`config.mk`:
```
export PLATFORM = sky130hd
export DESIGN_NAME = ais_top
export DESIGN_NICKNAME = d
export VERILOG_FILES = /design/src/ais_pin_drv.v /design/src/ais_top.v
export VERILOG_INCLUDE_DIRS = /design/src /design/src/src
export SDC_FILE = /design/constraint.sdc
export NUM_CORES = 1
export LEC_CHECK = 0
export BUFFER_PORTS_ARGS = -buffer_cell sky130_fd_sc_hd__clkbuf_2
export CORE_MARGIN = 5
export CORE_UTILIZATION = 45
export CTS_BUF_LIST = sky130_fd_sc_hd__clkbuf_4 sky130_fd_sc_hd__clkbuf_8
export CTS_CLUSTER_SIZE = 40
export DETAILED_ROUTE_END_ITERATION = 10
export GPL_TIMING_DRIVEN = 0
export PLACE_DENSITY_LB_ADDON = 0.1
export SLEW_MARGIN = 20
export SYNTH_ARGS = -nofsm -noshare
export SYNTH_HDL_FRONTEND = slang
export SYNTH_SLANG_ARGS = --single-unit
```
`constraint.sdc`:
```
create_clock -name clk_i -period 4 [get_ports clk_i]
set_input_delay 0 -clock clk_i [delete_from_list [all_inputs] [get_ports clk_i]]
set_output_delay 0 -clock clk_i [all_outputs]
set_load 0.02 [all_outputs]
```
`src/ais_defines.vh`:
```
// register map, field positions and reset values of the interrupt servicer
`ifndef AIS_DEFINES_VH
`define AIS_DEFINES_VH

// ----------------------------------------------------------------
// register offsets
// ----------------------------------------------------------------
`define AIS_ADDR_ISR_ALT     8'h04
`define AIS_ADDR_INT_EN      8'h06
`define AIS_ADDR_MOTION_CTRL 8'h09
`define AIS_ADDR_ISR         8'h14
`define AIS_ADDR_FIFO_CTRL   8'h2D
`define AIS_ADDR_FIFO_THR    8'h2E
`define AIS_ADDR_FIFO_ISR    8'h2F
`define AIS_ADDR_SVC_CTRL    8'h31
`define AIS_ADDR_PIN_CTRL    8'h33
`define AIS_ADDR_TL_PERIOD   8'h4A

// ----------------------------------------------------------------
// interrupt status / enable bit positions
// ----------------------------------------------------------------
`define AIS_B_TILT   0
`define AIS_B_FLIP   1
`define AIS_B_GENERIC_MOVEMENT_DETECT   2
`define AIS_B_SHAKE  3
`define AIS_B_DTAP   4
`define AIS_B_FIFOC  5
`define AIS_B_ACQ    7

// fifo control and fifo status
`define AIS_B_FULL   1
`define AIS_B_THR    2
`define AIS_B_COMB   3
`define AIS_B_FIFOEN 5

// motion control feature enables
`define AIS_B_TF_EN    0
`define AIS_B_GENERIC_MOVEMENT_DETECT_EN  2
`define AIS_B_SHAKE_EN 3

// service control
`define AIS_B_MODE_LO  0
`define AIS_B_MODE_HI  1
`define AIS_B_SWAP     4
`define AIS_B_BITMASK  6

// pin control
`define AIS_B_A_POL  2
`define AIS_B_A_DRV  3
`define AIS_B_B_POL  6
`define AIS_B_B_DRV  7

// latch modes
`define AIS_MODE_LATCHED 2'h0
`define AIS_MODE_TEMP    2'h1
`define AIS_MODE_AUTO    2'h2

// ----------------------------------------------------------------
// reset values and fixed figures
// ----------------------------------------------------------------
`define AIS_RST_ZERO     8'h00
`define AIS_RST_FIFO_THR 8'h10
`define AIS_FIFO_DEPTH   6'h20

`endif

```
`src/ais_pin_drv.v`:
```
// one interrupt pin driver: polarity and open-drain or push-pull drive
`timescale 1ns/1ps
`default_nettype none

module ais_pin_drv (
	// clock and reset
	input  wire clk_i,
	input  wire arst_n_i,
	input  wire ce_i,
	// request and settings
	input  wire req_i,
	input  wire pol_i,
	input  wire drv_i,
	// pin
	output reg  pin_out_o,
	output reg  pin_oe_o
);

	wire level;

	// pin level is the request seen through the polarity bit
	assign level = pol_i ? req_i : ~req_i;

	always @(posedge clk_i or negedge arst_n_i) begin
		if (!arst_n_i) begin
			pin_out_o <= 1'b0;
			pin_oe_o  <= 1'b0;
		end else if (ce_i) begin
			if (drv_i) begin
				pin_out_o <= level;
				pin_oe_o  <= 1'b1;
			end else begin
				// open drain only ever pulls low
				pin_out_o <= 1'b0;
				pin_oe_o  <= ~level;
			end
		end
	end

endmodule // ais_pin_drv

`default_nettype wire

```
`src/ais_top.v`:
```
// interrupt flags, clearing modes and pin routing of the accelerometer
//
// What this block does
// - bitmask clear off: any write to either clear address clears all flags.
// - global clear ignores the written data; only the address matters.
// - bitmask clear on: only the primary status address clears flags.
// - bitmask clear: data ones clear matching flags, zeros leave them.
// - bitmask clear: bit 5 clears both fifo flags together.
// - three latch modes: latched, timer latched, auto clear.
// - fifo flags work only latched and clear only by software.
// - sample flag set at z end; auto mode clears at next z start.
// - double tap not set in timer or auto modes; software clear only.
// - timer mode: sample and motion flags clear on timeout or write.
// - auto mode: motion flags clear on condition end, hw reset, write.
// - latched mode: flags hold until software clears them.
// - shake set on peak and duration; shake and tap need generic_movement_detect enabled.
// - any motion set on lock status and relative threshold.
// - flip on tilt to flip; tilt on flat or flip to tilt.
// - fifo threshold flag set when count reaches programmed threshold.
// - fifo full flag set at 32 samples, in wake with fifo enabled.
// - default: sample plus motion on pin a, fifo on pin b.
// - per pin drive bit: 0 open drain, 1 push pull.
// - per pin polarity bit: 0 active low, 1 active high.
// - swap bit exchanges requests; pin settings stay with the pin.
// - combine bit merges all onto the first request, second disabled.
// - events raise requests only with their enable bit set.
// - sample flag always active and cleared when read.
// - standby: registers answer, flags neither serviced nor cleared.
`timescale 1ns/1ps
`default_nettype none
`include "ais_defines.vh"

module ais_top #(
	parameter integer TL_SHIFT = 8
) (
	// clock, reset, clock enable
	input  wire       clk_i,
	input  wire       arst_n_i,
	input  wire       ce_i,
	// register port
	input  wire [7:0] reg_addr_i,
	input  wire [7:0] reg_wdata_i,
	input  wire       reg_wr_i,
	input  wire       reg_rd_i,
	output reg  [7:0] reg_rdata_o,
	// operating state
	input  wire       wake_i,
	// sample and motion events (same clock domain)
	input  wire       z_done_i,
	input  wire       z_accum_start_i,
	input  wire       dtap_det_i,
	input  wire       shake_det_i,
	input  wire       shake_cond_i,
	input  wire       generic_movement_detect_det_i,
	input  wire       generic_movement_detect_cond_i,
	input  wire       tilt_det_i,
	input  wire       tilt_cond_i,
	input  wire       flip_det_i,
	input  wire       flip_cond_i,
	input  wire       motion_hw_clr_i,
	// fifo state
	input  wire [5:0] fifo_count_i,
	// interrupt pins
	output wire       irq_pin_a_out_o,
	output wire       irq_pin_a_oe_o,
	output wire       irq_pin_b_out_o,
	output wire       irq_pin_b_oe_o
);

	localparam integer TLW = 8 + TL_SHIFT;

	// ----------------------------------------------------------------
	// configuration registers
	// ----------------------------------------------------------------
	reg [7:0] int_en;
	reg [7:0] motion_ctrl;
	reg [7:0] fifo_ctrl;
	reg [7:0] fifo_thr;
	reg [7:0] svc_ctrl;
	reg [7:0] irq_pin_drive_polarity;
	reg [7:0] tl_period;

	// flags
	reg [7:0] isr;
	reg [7:0] fifo_isr;
	reg [7:0] next_isr;
	reg [7:0] next_fifo_isr;

	// condition history for auto clear on condition end
	reg [3:0] cond_q;

	// temp latch timer
	reg [TLW-1:0] tl_cnt;
	reg           tl_run;
	reg           tl_expire;

	// ----------------------------------------------------------------
	// decode
	// ----------------------------------------------------------------
	wire [1:0] latch_mode;
	wire       bitmask_clear_enable;
	wire       request_pin_exchange;
	wire       request_merge_enable;
	wire       mode_latched;
	wire       mode_temp;
	wire       mode_auto;
	wire       wr_isr;
	wire       wr_isr_alt;
	wire       rd_isr;
	wire       clr_pulse;
	wire [7:0] clr_mask;
	wire       clr_fifo;
	wire [7:0] set_vec;
	wire [7:0] fifo_set_vec;
	wire [3:0] cond_now;
	wire [3:0] cond_end;
	wire       generic_movement_detect_on;
	wire       fifo_en;

	assign latch_mode = svc_ctrl[`AIS_B_MODE_HI:`AIS_B_MODE_LO];
	assign bitmask_clear_enable = svc_ctrl[`AIS_B_BITMASK];
	assign request_pin_exchange = svc_ctrl[`AIS_B_SWAP];
	assign request_merge_enable = fifo_ctrl[`AIS_B_COMB];
	assign mode_latched = (latch_mode == `AIS_MODE_LATCHED);
	assign mode_temp    = (latch_mode == `AIS_MODE_TEMP);
	assign mode_auto    = (latch_mode == `AIS_MODE_AUTO);
	assign generic_movement_detect_on      = motion_ctrl[`AIS_B_GENERIC_MOVEMENT_DETECT_EN];
	assign fifo_en      = fifo_ctrl[`AIS_B_FIFOEN];

	assign wr_isr     = reg_wr_i && (reg_addr_i == `AIS_ADDR_ISR);
	assign wr_isr_alt = reg_wr_i && (reg_addr_i == `AIS_ADDR_ISR_ALT);
	assign rd_isr     = reg_rd_i && ((reg_addr_i == `AIS_ADDR_ISR) ||
	                                 (reg_addr_i == `AIS_ADDR_ISR_ALT));

	// clear pulse lasts the single write cycle; standby blocks it
	assign clr_pulse = wake_i &&
		(bitmask_clear_enable ? wr_isr
		                      : (wr_isr || wr_isr_alt));

	// global clear never looks at the data bus
	assign clr_mask = !clr_pulse ? 8'h00 :
		bitmask_clear_enable ? reg_wdata_i : 8'hFF;
	assign clr_fifo = clr_mask[`AIS_B_FIFOC];

	// ----------------------------------------------------------------
	// set events, each gated by its enable except the sample flag
	// ----------------------------------------------------------------
	assign set_vec[`AIS_B_TILT] = wake_i && int_en[`AIS_B_TILT] &&
		motion_ctrl[`AIS_B_TF_EN] && tilt_det_i;
	assign set_vec[`AIS_B_FLIP] = wake_i && int_en[`AIS_B_FLIP] &&
		motion_ctrl[`AIS_B_TF_EN] && flip_det_i;
	assign set_vec[`AIS_B_GENERIC_MOVEMENT_DETECT] = wake_i && int_en[`AIS_B_GENERIC_MOVEMENT_DETECT] &&
		generic_movement_detect_on && generic_movement_detect_det_i;
	assign set_vec[`AIS_B_SHAKE] = wake_i && int_en[`AIS_B_SHAKE] &&
		generic_movement_detect_on && motion_ctrl[`AIS_B_SHAKE_EN] &&
		shake_det_i;
	// double tap only in latched mode
	assign set_vec[`AIS_B_DTAP] = wake_i && int_en[`AIS_B_DTAP] &&
		generic_movement_detect_on && mode_latched && dtap_det_i;
	assign set_vec[`AIS_B_FIFOC] = 1'b0;
	assign set_vec[6] = 1'b0;
	// the sample flag is always live in status; its enable gates the request
	assign set_vec[`AIS_B_ACQ] = wake_i && z_done_i;

	// fifo flags exist in latched mode only
	assign fifo_set_vec[0] = 1'b0;
	assign fifo_set_vec[`AIS_B_FULL] = wake_i && mode_latched && fifo_en &&
		fifo_ctrl[`AIS_B_FULL] &&
		(fifo_count_i >= `AIS_FIFO_DEPTH);
	assign fifo_set_vec[`AIS_B_THR] = wake_i && mode_latched && fifo_en &&
		fifo_ctrl[`AIS_B_THR] &&
		({2'b00, fifo_count_i} >= fifo_thr);
	assign fifo_set_vec[7:3] = 5'h00;

	// conditions ordered as tilt, flip, generic_movement_detect, shake
	assign cond_now = {shake_cond_i, generic_movement_detect_cond_i, flip_cond_i, tilt_cond_i};
	assign cond_end = cond_q & ~cond_now;

	// ----------------------------------------------------------------
	// next flag values
	// ----------------------------------------------------------------
	always @* begin
		next_isr      = isr;
		next_fifo_isr = fifo_isr;
		if (wake_i) begin
			// hardware clears per mode; latched mode has none
			if (mode_temp && tl_expire) begin
				next_isr[`AIS_B_ACQ]   = 1'b0;
				next_isr[`AIS_B_SHAKE] = 1'b0;
				next_isr[`AIS_B_GENERIC_MOVEMENT_DETECT]  = 1'b0;
				next_isr[`AIS_B_TILT]  = 1'b0;
				next_isr[`AIS_B_FLIP]  = 1'b0;
			end
			if (mode_auto) begin
				if (z_accum_start_i)
					next_isr[`AIS_B_ACQ] = 1'b0;
				if (motion_hw_clr_i)
					next_isr[3:0] = 4'h0;
				else
					next_isr[3:0] = next_isr[3:0] & ~cond_end;
			end
			// software clear; the status read also drops the sample flag
			next_isr = next_isr & ~{clr_mask[7:6], 1'b0, clr_mask[4:0]};
			if (rd_isr)
				next_isr[`AIS_B_ACQ] = 1'b0;
			if (clr_fifo)
				next_fifo_isr = 8'h00;
		end
		// sets are applied last so a coinciding clear loses
		next_isr      = next_isr | set_vec;
		next_fifo_isr = next_fifo_isr | fifo_set_vec;
	end

	// ----------------------------------------------------------------
	// flag, history and timer state
	// ----------------------------------------------------------------
	always @(posedge clk_i or negedge arst_n_i) begin
		if (!arst_n_i) begin
			isr      <= `AIS_RST_ZERO;
			fifo_isr <= `AIS_RST_ZERO;
			cond_q   <= 4'h0;
		end else if (ce_i) begin
			isr      <= next_isr;
			fifo_isr <= next_fifo_isr;
			cond_q   <= cond_now;
		end
	end

	// timer restarts on every new flag; the period is in steps of
	// 2**TL_SHIFT clocks so a short field still reaches long times
	always @(posedge clk_i or negedge arst_n_i) begin
		if (!arst_n_i) begin
			tl_cnt    <= {TLW{1'b0}};
			tl_run    <= 1'b0;
			tl_expire <= 1'b0;
		end else if (ce_i) begin
			tl_expire <= 1'b0;
			if (!mode_temp || !wake_i) begin
				tl_run <= 1'b0;
			end else if (|set_vec) begin
				tl_cnt <= {tl_period, {TL_SHIFT{1'b0}}};
				tl_run <= 1'b1;
			end else if (tl_run) begin
				if (tl_cnt == {TLW{1'b0}}) begin
					tl_run    <= 1'b0;
					tl_expire <= 1'b1;
				end else begin
					tl_cnt <= tl_cnt - {{(TLW-1){1'b0}}, 1'b1};
				end
			end
		end
	end

	// ----------------------------------------------------------------
	// register writes and read data
	// ----------------------------------------------------------------
	always @(posedge clk_i or negedge arst_n_i) begin
		if (!arst_n_i) begin
			int_en                 <= `AIS_RST_ZERO;
			motion_ctrl            <= `AIS_RST_ZERO;
			fifo_ctrl              <= `AIS_RST_ZERO;
			fifo_thr               <= `AIS_RST_FIFO_THR;
			svc_ctrl               <= `AIS_RST_ZERO;
			irq_pin_drive_polarity <= `AIS_RST_ZERO;
			tl_period              <= `AIS_RST_ZERO;
		end else if (ce_i && reg_wr_i) begin
			if (reg_addr_i == `AIS_ADDR_INT_EN)
				int_en <= reg_wdata_i;
			else if (reg_addr_i == `AIS_ADDR_MOTION_CTRL)
				motion_ctrl <= reg_wdata_i;
			else if (reg_addr_i == `AIS_ADDR_FIFO_CTRL)
				fifo_ctrl <= reg_wdata_i;
			else if (reg_addr_i == `AIS_ADDR_FIFO_THR)
				fifo_thr <= reg_wdata_i;
			else if (reg_addr_i == `AIS_ADDR_SVC_CTRL)
				svc_ctrl <= reg_wdata_i;
			else if (reg_addr_i == `AIS_ADDR_PIN_CTRL)
				irq_pin_drive_polarity <= reg_wdata_i & 8'hCC;
			else if (reg_addr_i == `AIS_ADDR_TL_PERIOD)
				tl_period <= reg_wdata_i;
		end
	end

	// reads answer in any state, one cycle after the strobe
	always @(posedge clk_i or negedge arst_n_i) begin
		if (!arst_n_i) begin
			reg_rdata_o <= 8'h00;
		end else if (ce_i && reg_rd_i) begin
			if ((reg_addr_i == `AIS_ADDR_ISR) ||
			    (reg_addr_i == `AIS_ADDR_ISR_ALT))
				reg_rdata_o <= isr;
			else if (reg_addr_i == `AIS_ADDR_INT_EN)
				reg_rdata_o <= int_en;
			else if (reg_addr_i == `AIS_ADDR_MOTION_CTRL)
				reg_rdata_o <= motion_ctrl;
			else if (reg_addr_i == `AIS_ADDR_FIFO_CTRL)
				reg_rdata_o <= fifo_ctrl;
			else if (reg_addr_i == `AIS_ADDR_FIFO_THR)
				reg_rdata_o <= fifo_thr;
			else if (reg_addr_i == `AIS_ADDR_FIFO_ISR)
				reg_rdata_o <= fifo_isr;
			else if (reg_addr_i == `AIS_ADDR_SVC_CTRL)
				reg_rdata_o <= svc_ctrl;
			else if (reg_addr_i == `AIS_ADDR_PIN_CTRL)
				reg_rdata_o <= irq_pin_drive_polarity;
			else if (reg_addr_i == `AIS_ADDR_TL_PERIOD)
				reg_rdata_o <= tl_period;
			else
				reg_rdata_o <= 8'h00;
		end
	end

	// ----------------------------------------------------------------
	// requests and pin routing
	// ----------------------------------------------------------------
	wire req_motion;
	wire req_fifo;
	wire primary_irq_request;
	wire secondary_irq_request;
	wire pin_a_req;
	wire pin_b_req;

	// enables gate the request again so disabling one drops the pin
	assign req_motion = |(isr & int_en & 8'h9F);
	assign req_fifo   = |(fifo_isr & fifo_ctrl &
		((8'h01 << `AIS_B_FULL) | (8'h01 << `AIS_B_THR)));

	assign primary_irq_request = req_motion ||
		(request_merge_enable && req_fifo);
	assign secondary_irq_request = !request_merge_enable &&
		req_fifo;

	assign pin_a_req = request_pin_exchange ? secondary_irq_request
	                                        : primary_irq_request;
	assign pin_b_req = request_pin_exchange ? primary_irq_request
	                                        : secondary_irq_request;

	ais_pin_drv u_pin_a (
		.clk_i     (clk_i),
		.arst_n_i  (arst_n_i),
		.ce_i      (ce_i),
		.req_i     (pin_a_req),
		.pol_i     (irq_pin_drive_polarity[`AIS_B_A_POL]),
		.drv_i     (irq_pin_drive_polarity[`AIS_B_A_DRV]),
		.pin_out_o (irq_pin_a_out_o),
		.pin_oe_o  (irq_pin_a_oe_o)
	);

	ais_pin_drv u_pin_b (
		.clk_i     (clk_i),
		.arst_n_i  (arst_n_i),
		.ce_i      (ce_i),
		.req_i     (pin_b_req),
		.pol_i     (irq_pin_drive_polarity[`AIS_B_B_POL]),
		.drv_i     (irq_pin_drive_polarity[`AIS_B_B_DRV]),
		.pin_out_o (irq_pin_b_out_o),
		.pin_oe_o  (irq_pin_b_oe_o)
	);

endmodule // ais_top

`default_nettype wire

```
==> impl_metrics.toml <==
[run_status]
outcome = "completed"

[yosys]
async_flop_share_pct = 100
synthCells = 496
synth_edf_count = 0
synth_top_area_share_pct = 46.9
synth_area_leader_cell = "dfrtp_1"
seq_area_frac_synth_pct = 47.5
ys_ff_latch = 95
yosysWarnings = 0
synth_fp_nets = 544
yosys-top-cells-area = "dfrtp_1 47%, mux2_2 12%, nand2_1 3.8%, o21ai_0 3.8%, nor2_1 2.8%"
netlist_area_mm2 = 0.00501
avgSynthCellArea_um2 = 10.1
synth_cell_types = 65
synth_ff_type = "dfrtp_1"

[die]
die_h_um = 116
rows = 38
start_util_pct = 46.0
die_x_um = 116
ioPinCount = 52
core-area_mm2 = 0.0109
die_area_mm2 = 0.0133

[grt]
antenna_found_initial = 0
grt_pass1_vias = 4290
grt_max_degree = 52
track_usage_pct = 22.6
grt_first_pass_wirelength_um = 23000
grt-ovfl-total = 0

[worst_setup_path]
critPathMaxStageDelay_ps = 660
crit_required_ps = 4260
arrival_ps = 2700
end_kind = "flop"
crit_chain = "nor4_1 > and2_1 > clkbuf_1 > a211oi_2 > a21oi_1 > nor2_1 > o221a_2"
cp_max_fo = 10
crit_slowest_cell = "nor4_1"
critPathLaunchType = "flop"
crit_family = "simple AND/OR/NAND/NOR gates"
setup.worst_path.class = "reg2reg"
cp.buffers_inverters = 1

[timing]
finalCritPeriodShare_pct = 60.9
setup_viol = 0
tightest_slew_ps = 948
report.final.slew_viol_count = 0
worst_clock_skew_ps = 9.79
rsz0062_at_grt = "false"
fmax_mhz = 411
finalHoldViolations = 0
relSlewSlack_pct = 35.9
min_period_ps = 2440
tns_ps = 0

[clock_tree]
cts_max_level = 3
clock_path_buffers = 2
post-cts-setup-buffer-count = 0
cts_root_buffer = "clkbuf_8"
cts_sinks = 95
worst_setup_hold_path_clk_slew_ps = 90
cts_tree = "yes"
worstSkewPairLatency_ps = 370
cts_buffers = 9

[route]
routed_wirelength_um = 14500
post-route-drc-count = 0
drtIter0Drc = 340
wl_per_cell_um = 20.3
ant_nets = 0
vias_per_cell = 6.04
firstDrtPassIters = 5
vias = 4310

[layout]
design_area_mm2 = 0.00581
fillCellCount = 1019
final_util_pct = 53.4
n_antenna_cell = 0
syn2layout_area_growth_pct = 16.0
fin_nets = 617
drive_gt1_share_pct = 22.6

[placed_design]
dpl_cell_area_mm2 = 0.00546
post-dp-hpwl_um = 10900
place_congestion = 0.923
port_buffers = 48

[flow_run]
maxCapViolations = 0

[power_and_ir_drop]
p_per_area_mw_per_mm2 = 332
leakagePower_nw = 2.64
vdd_ir_drop_max_v = 0.000235

[hold_path]
hp-class = "in2reg"
==> Yosys cell counts (7+ instances only) <==
| cell | n |
|---|---|
| nor2b_1 | 7 |
| nand3_1 | 7 |
| clkbuf_1 | 13 |
| nor4_1 | 7 |
| mux2_2 | 52 |
| nand4_1 | 9 |
| ha_1 | 8 |
| o22ai_1 | 9 |
| a22oi_1 | 10 |
| dfrtp_1 | 94 |
| o21ai_0 | 38 |
| a21oi_1 | 23 |
| inv_1 | 22 |
| nor2_1 | 38 |
| nand2_1 | 51 |
==> report_power, final <==
part           internal (mW)  switching (mW)
clock network          0.342           0.342
registers              0.994          0.0280
logic                 0.0884           0.135
total                   1.42           0.505
==> final timing paths <==
kind | from | endpoint | slack (ps) | depth (start not counted)
setup / recovery | tl_cnt[4] | tl_cnt[8] | 1560 | 7
hold / removal | reg_wdata_i[7] | irq_pin_drive_polarity[7] | 40 | 3
setup reg to reg | tl_cnt[4] | tl_cnt[8] | 1560 | 7
hold reg to reg | tl_expire | tl_expire | 500 | 2
max in group asynchronous | arst_n_i | motion_ctrl[3] | 3300 | 3
min in group asynchronous | arst_n_i | tl_cnt[6] | 120 | 2
==> worst reg2reg max path: cells and delay by family (launching register included) <==
family | cells | cell delay, ps
compound gates | 3 | 670
simple gates | 3 | 960
buf+inv | 1 | 270
flops | 1 | 440
==> sequential cells by signal (all words and copies together) (netlist names), 2 cells and up <==
| signal | flops |
|---|---|
| fifo_ctrl | 8 |
| cond_q | 4 |
| fifo_thr | 8 |
| irq_pin_drive_polarity | 4 |
| fifo_isr | 2 |
| tl_cnt | 16 |
| tl_period | 8 |
| reg_rdata_o | 8 |
| motion_ctrl | 8 |
| int_en | 8 |
| isr | 7 |
| svc_ctrl | 8 |
==> metrics by stage <==
| step | hold slack (ps) | instances | setup slack (ps) | power [mW] |
|---|---|---|---|---|
| after floorplan | -296 | 496 | 2020 | 1.15 |
| after detailed placement | -40.0 | 685 | 1550 | 1.25 |
| after global placement | 248 | 684 | 1530 | 1.25 |
| after global routing | 40.3 | 714 | 1320 | 2.01 |
| final | 37.0 | 714 | 1560 | 1.93 |
| after CTS | 26.1 | 714 | 1560 | 1.94 |
==> per-layer routing <==
metal	GRT usage, %	share of wire (%)	vias up
li1	-	-	1992
met1	30.9	44	2123
met2	36.8	48	165
met3	3.97	6.3	30
met4	6.81	2.4	0
met5	0	0	-
==> repair_timing <==
action,CTS,global route
resized for setup,0,0
hold endpoints to repair,110,0
hold buffers,13,0
==> layout by cell type, fill, tap and decap left out, types with 7 or more instances in the layout <==
cell            n
ha_1            8
nor2_1         38
mux2_2         52
inv_1          22
clkbuf_1       13
o21ai_0        38
a22oi_1        10
nand4_1         9
nand3_1         7
clkbuf_2       47
dlygate4sd3_1  13
dfrtp_1        94
nand2_1        51
clkbuf_8       13
nor2b_1         7
nor4_1          7
a21oi_1        23
o22ai_1         9
==> cell type report <==
| cell class | instances | area (um2) | share of cell area (%) |
|---|---|---|---|
| repair buffers | 62 | 407 | 7.00 |
| clock inverters | 4 | 52.6 | 0.904 |
| inverters | 22 | 82.6 | 1.42 |
| flip-flops and latches | 95 | 2380 | 40.9 |
| plain buffers | 17 | 76.3 | 1.31 |
| clock buffers | 12 | 165 | 2.84 |
| multi-input cells | 362 | 2470 | 42.6 |
| well taps | 140 | 175 | 3.01 |
==> kinds of logic (layout without fill, tap and decap cells) <==
logic type	after synthesis	count (layout)	share of synthesized area (%)
DFF	95	95	47.5
adders and majority gates	8	8	2.00
buffers and inverters	39	117	3.17
and+or+nand+nor	161	161	16.6
muxes	53	53	11.9
xor gates and xnor gates	7	7	1.22
AOI/OAI and AO/OA	133	133	17.7
Power figures use the tool's default switching activity.
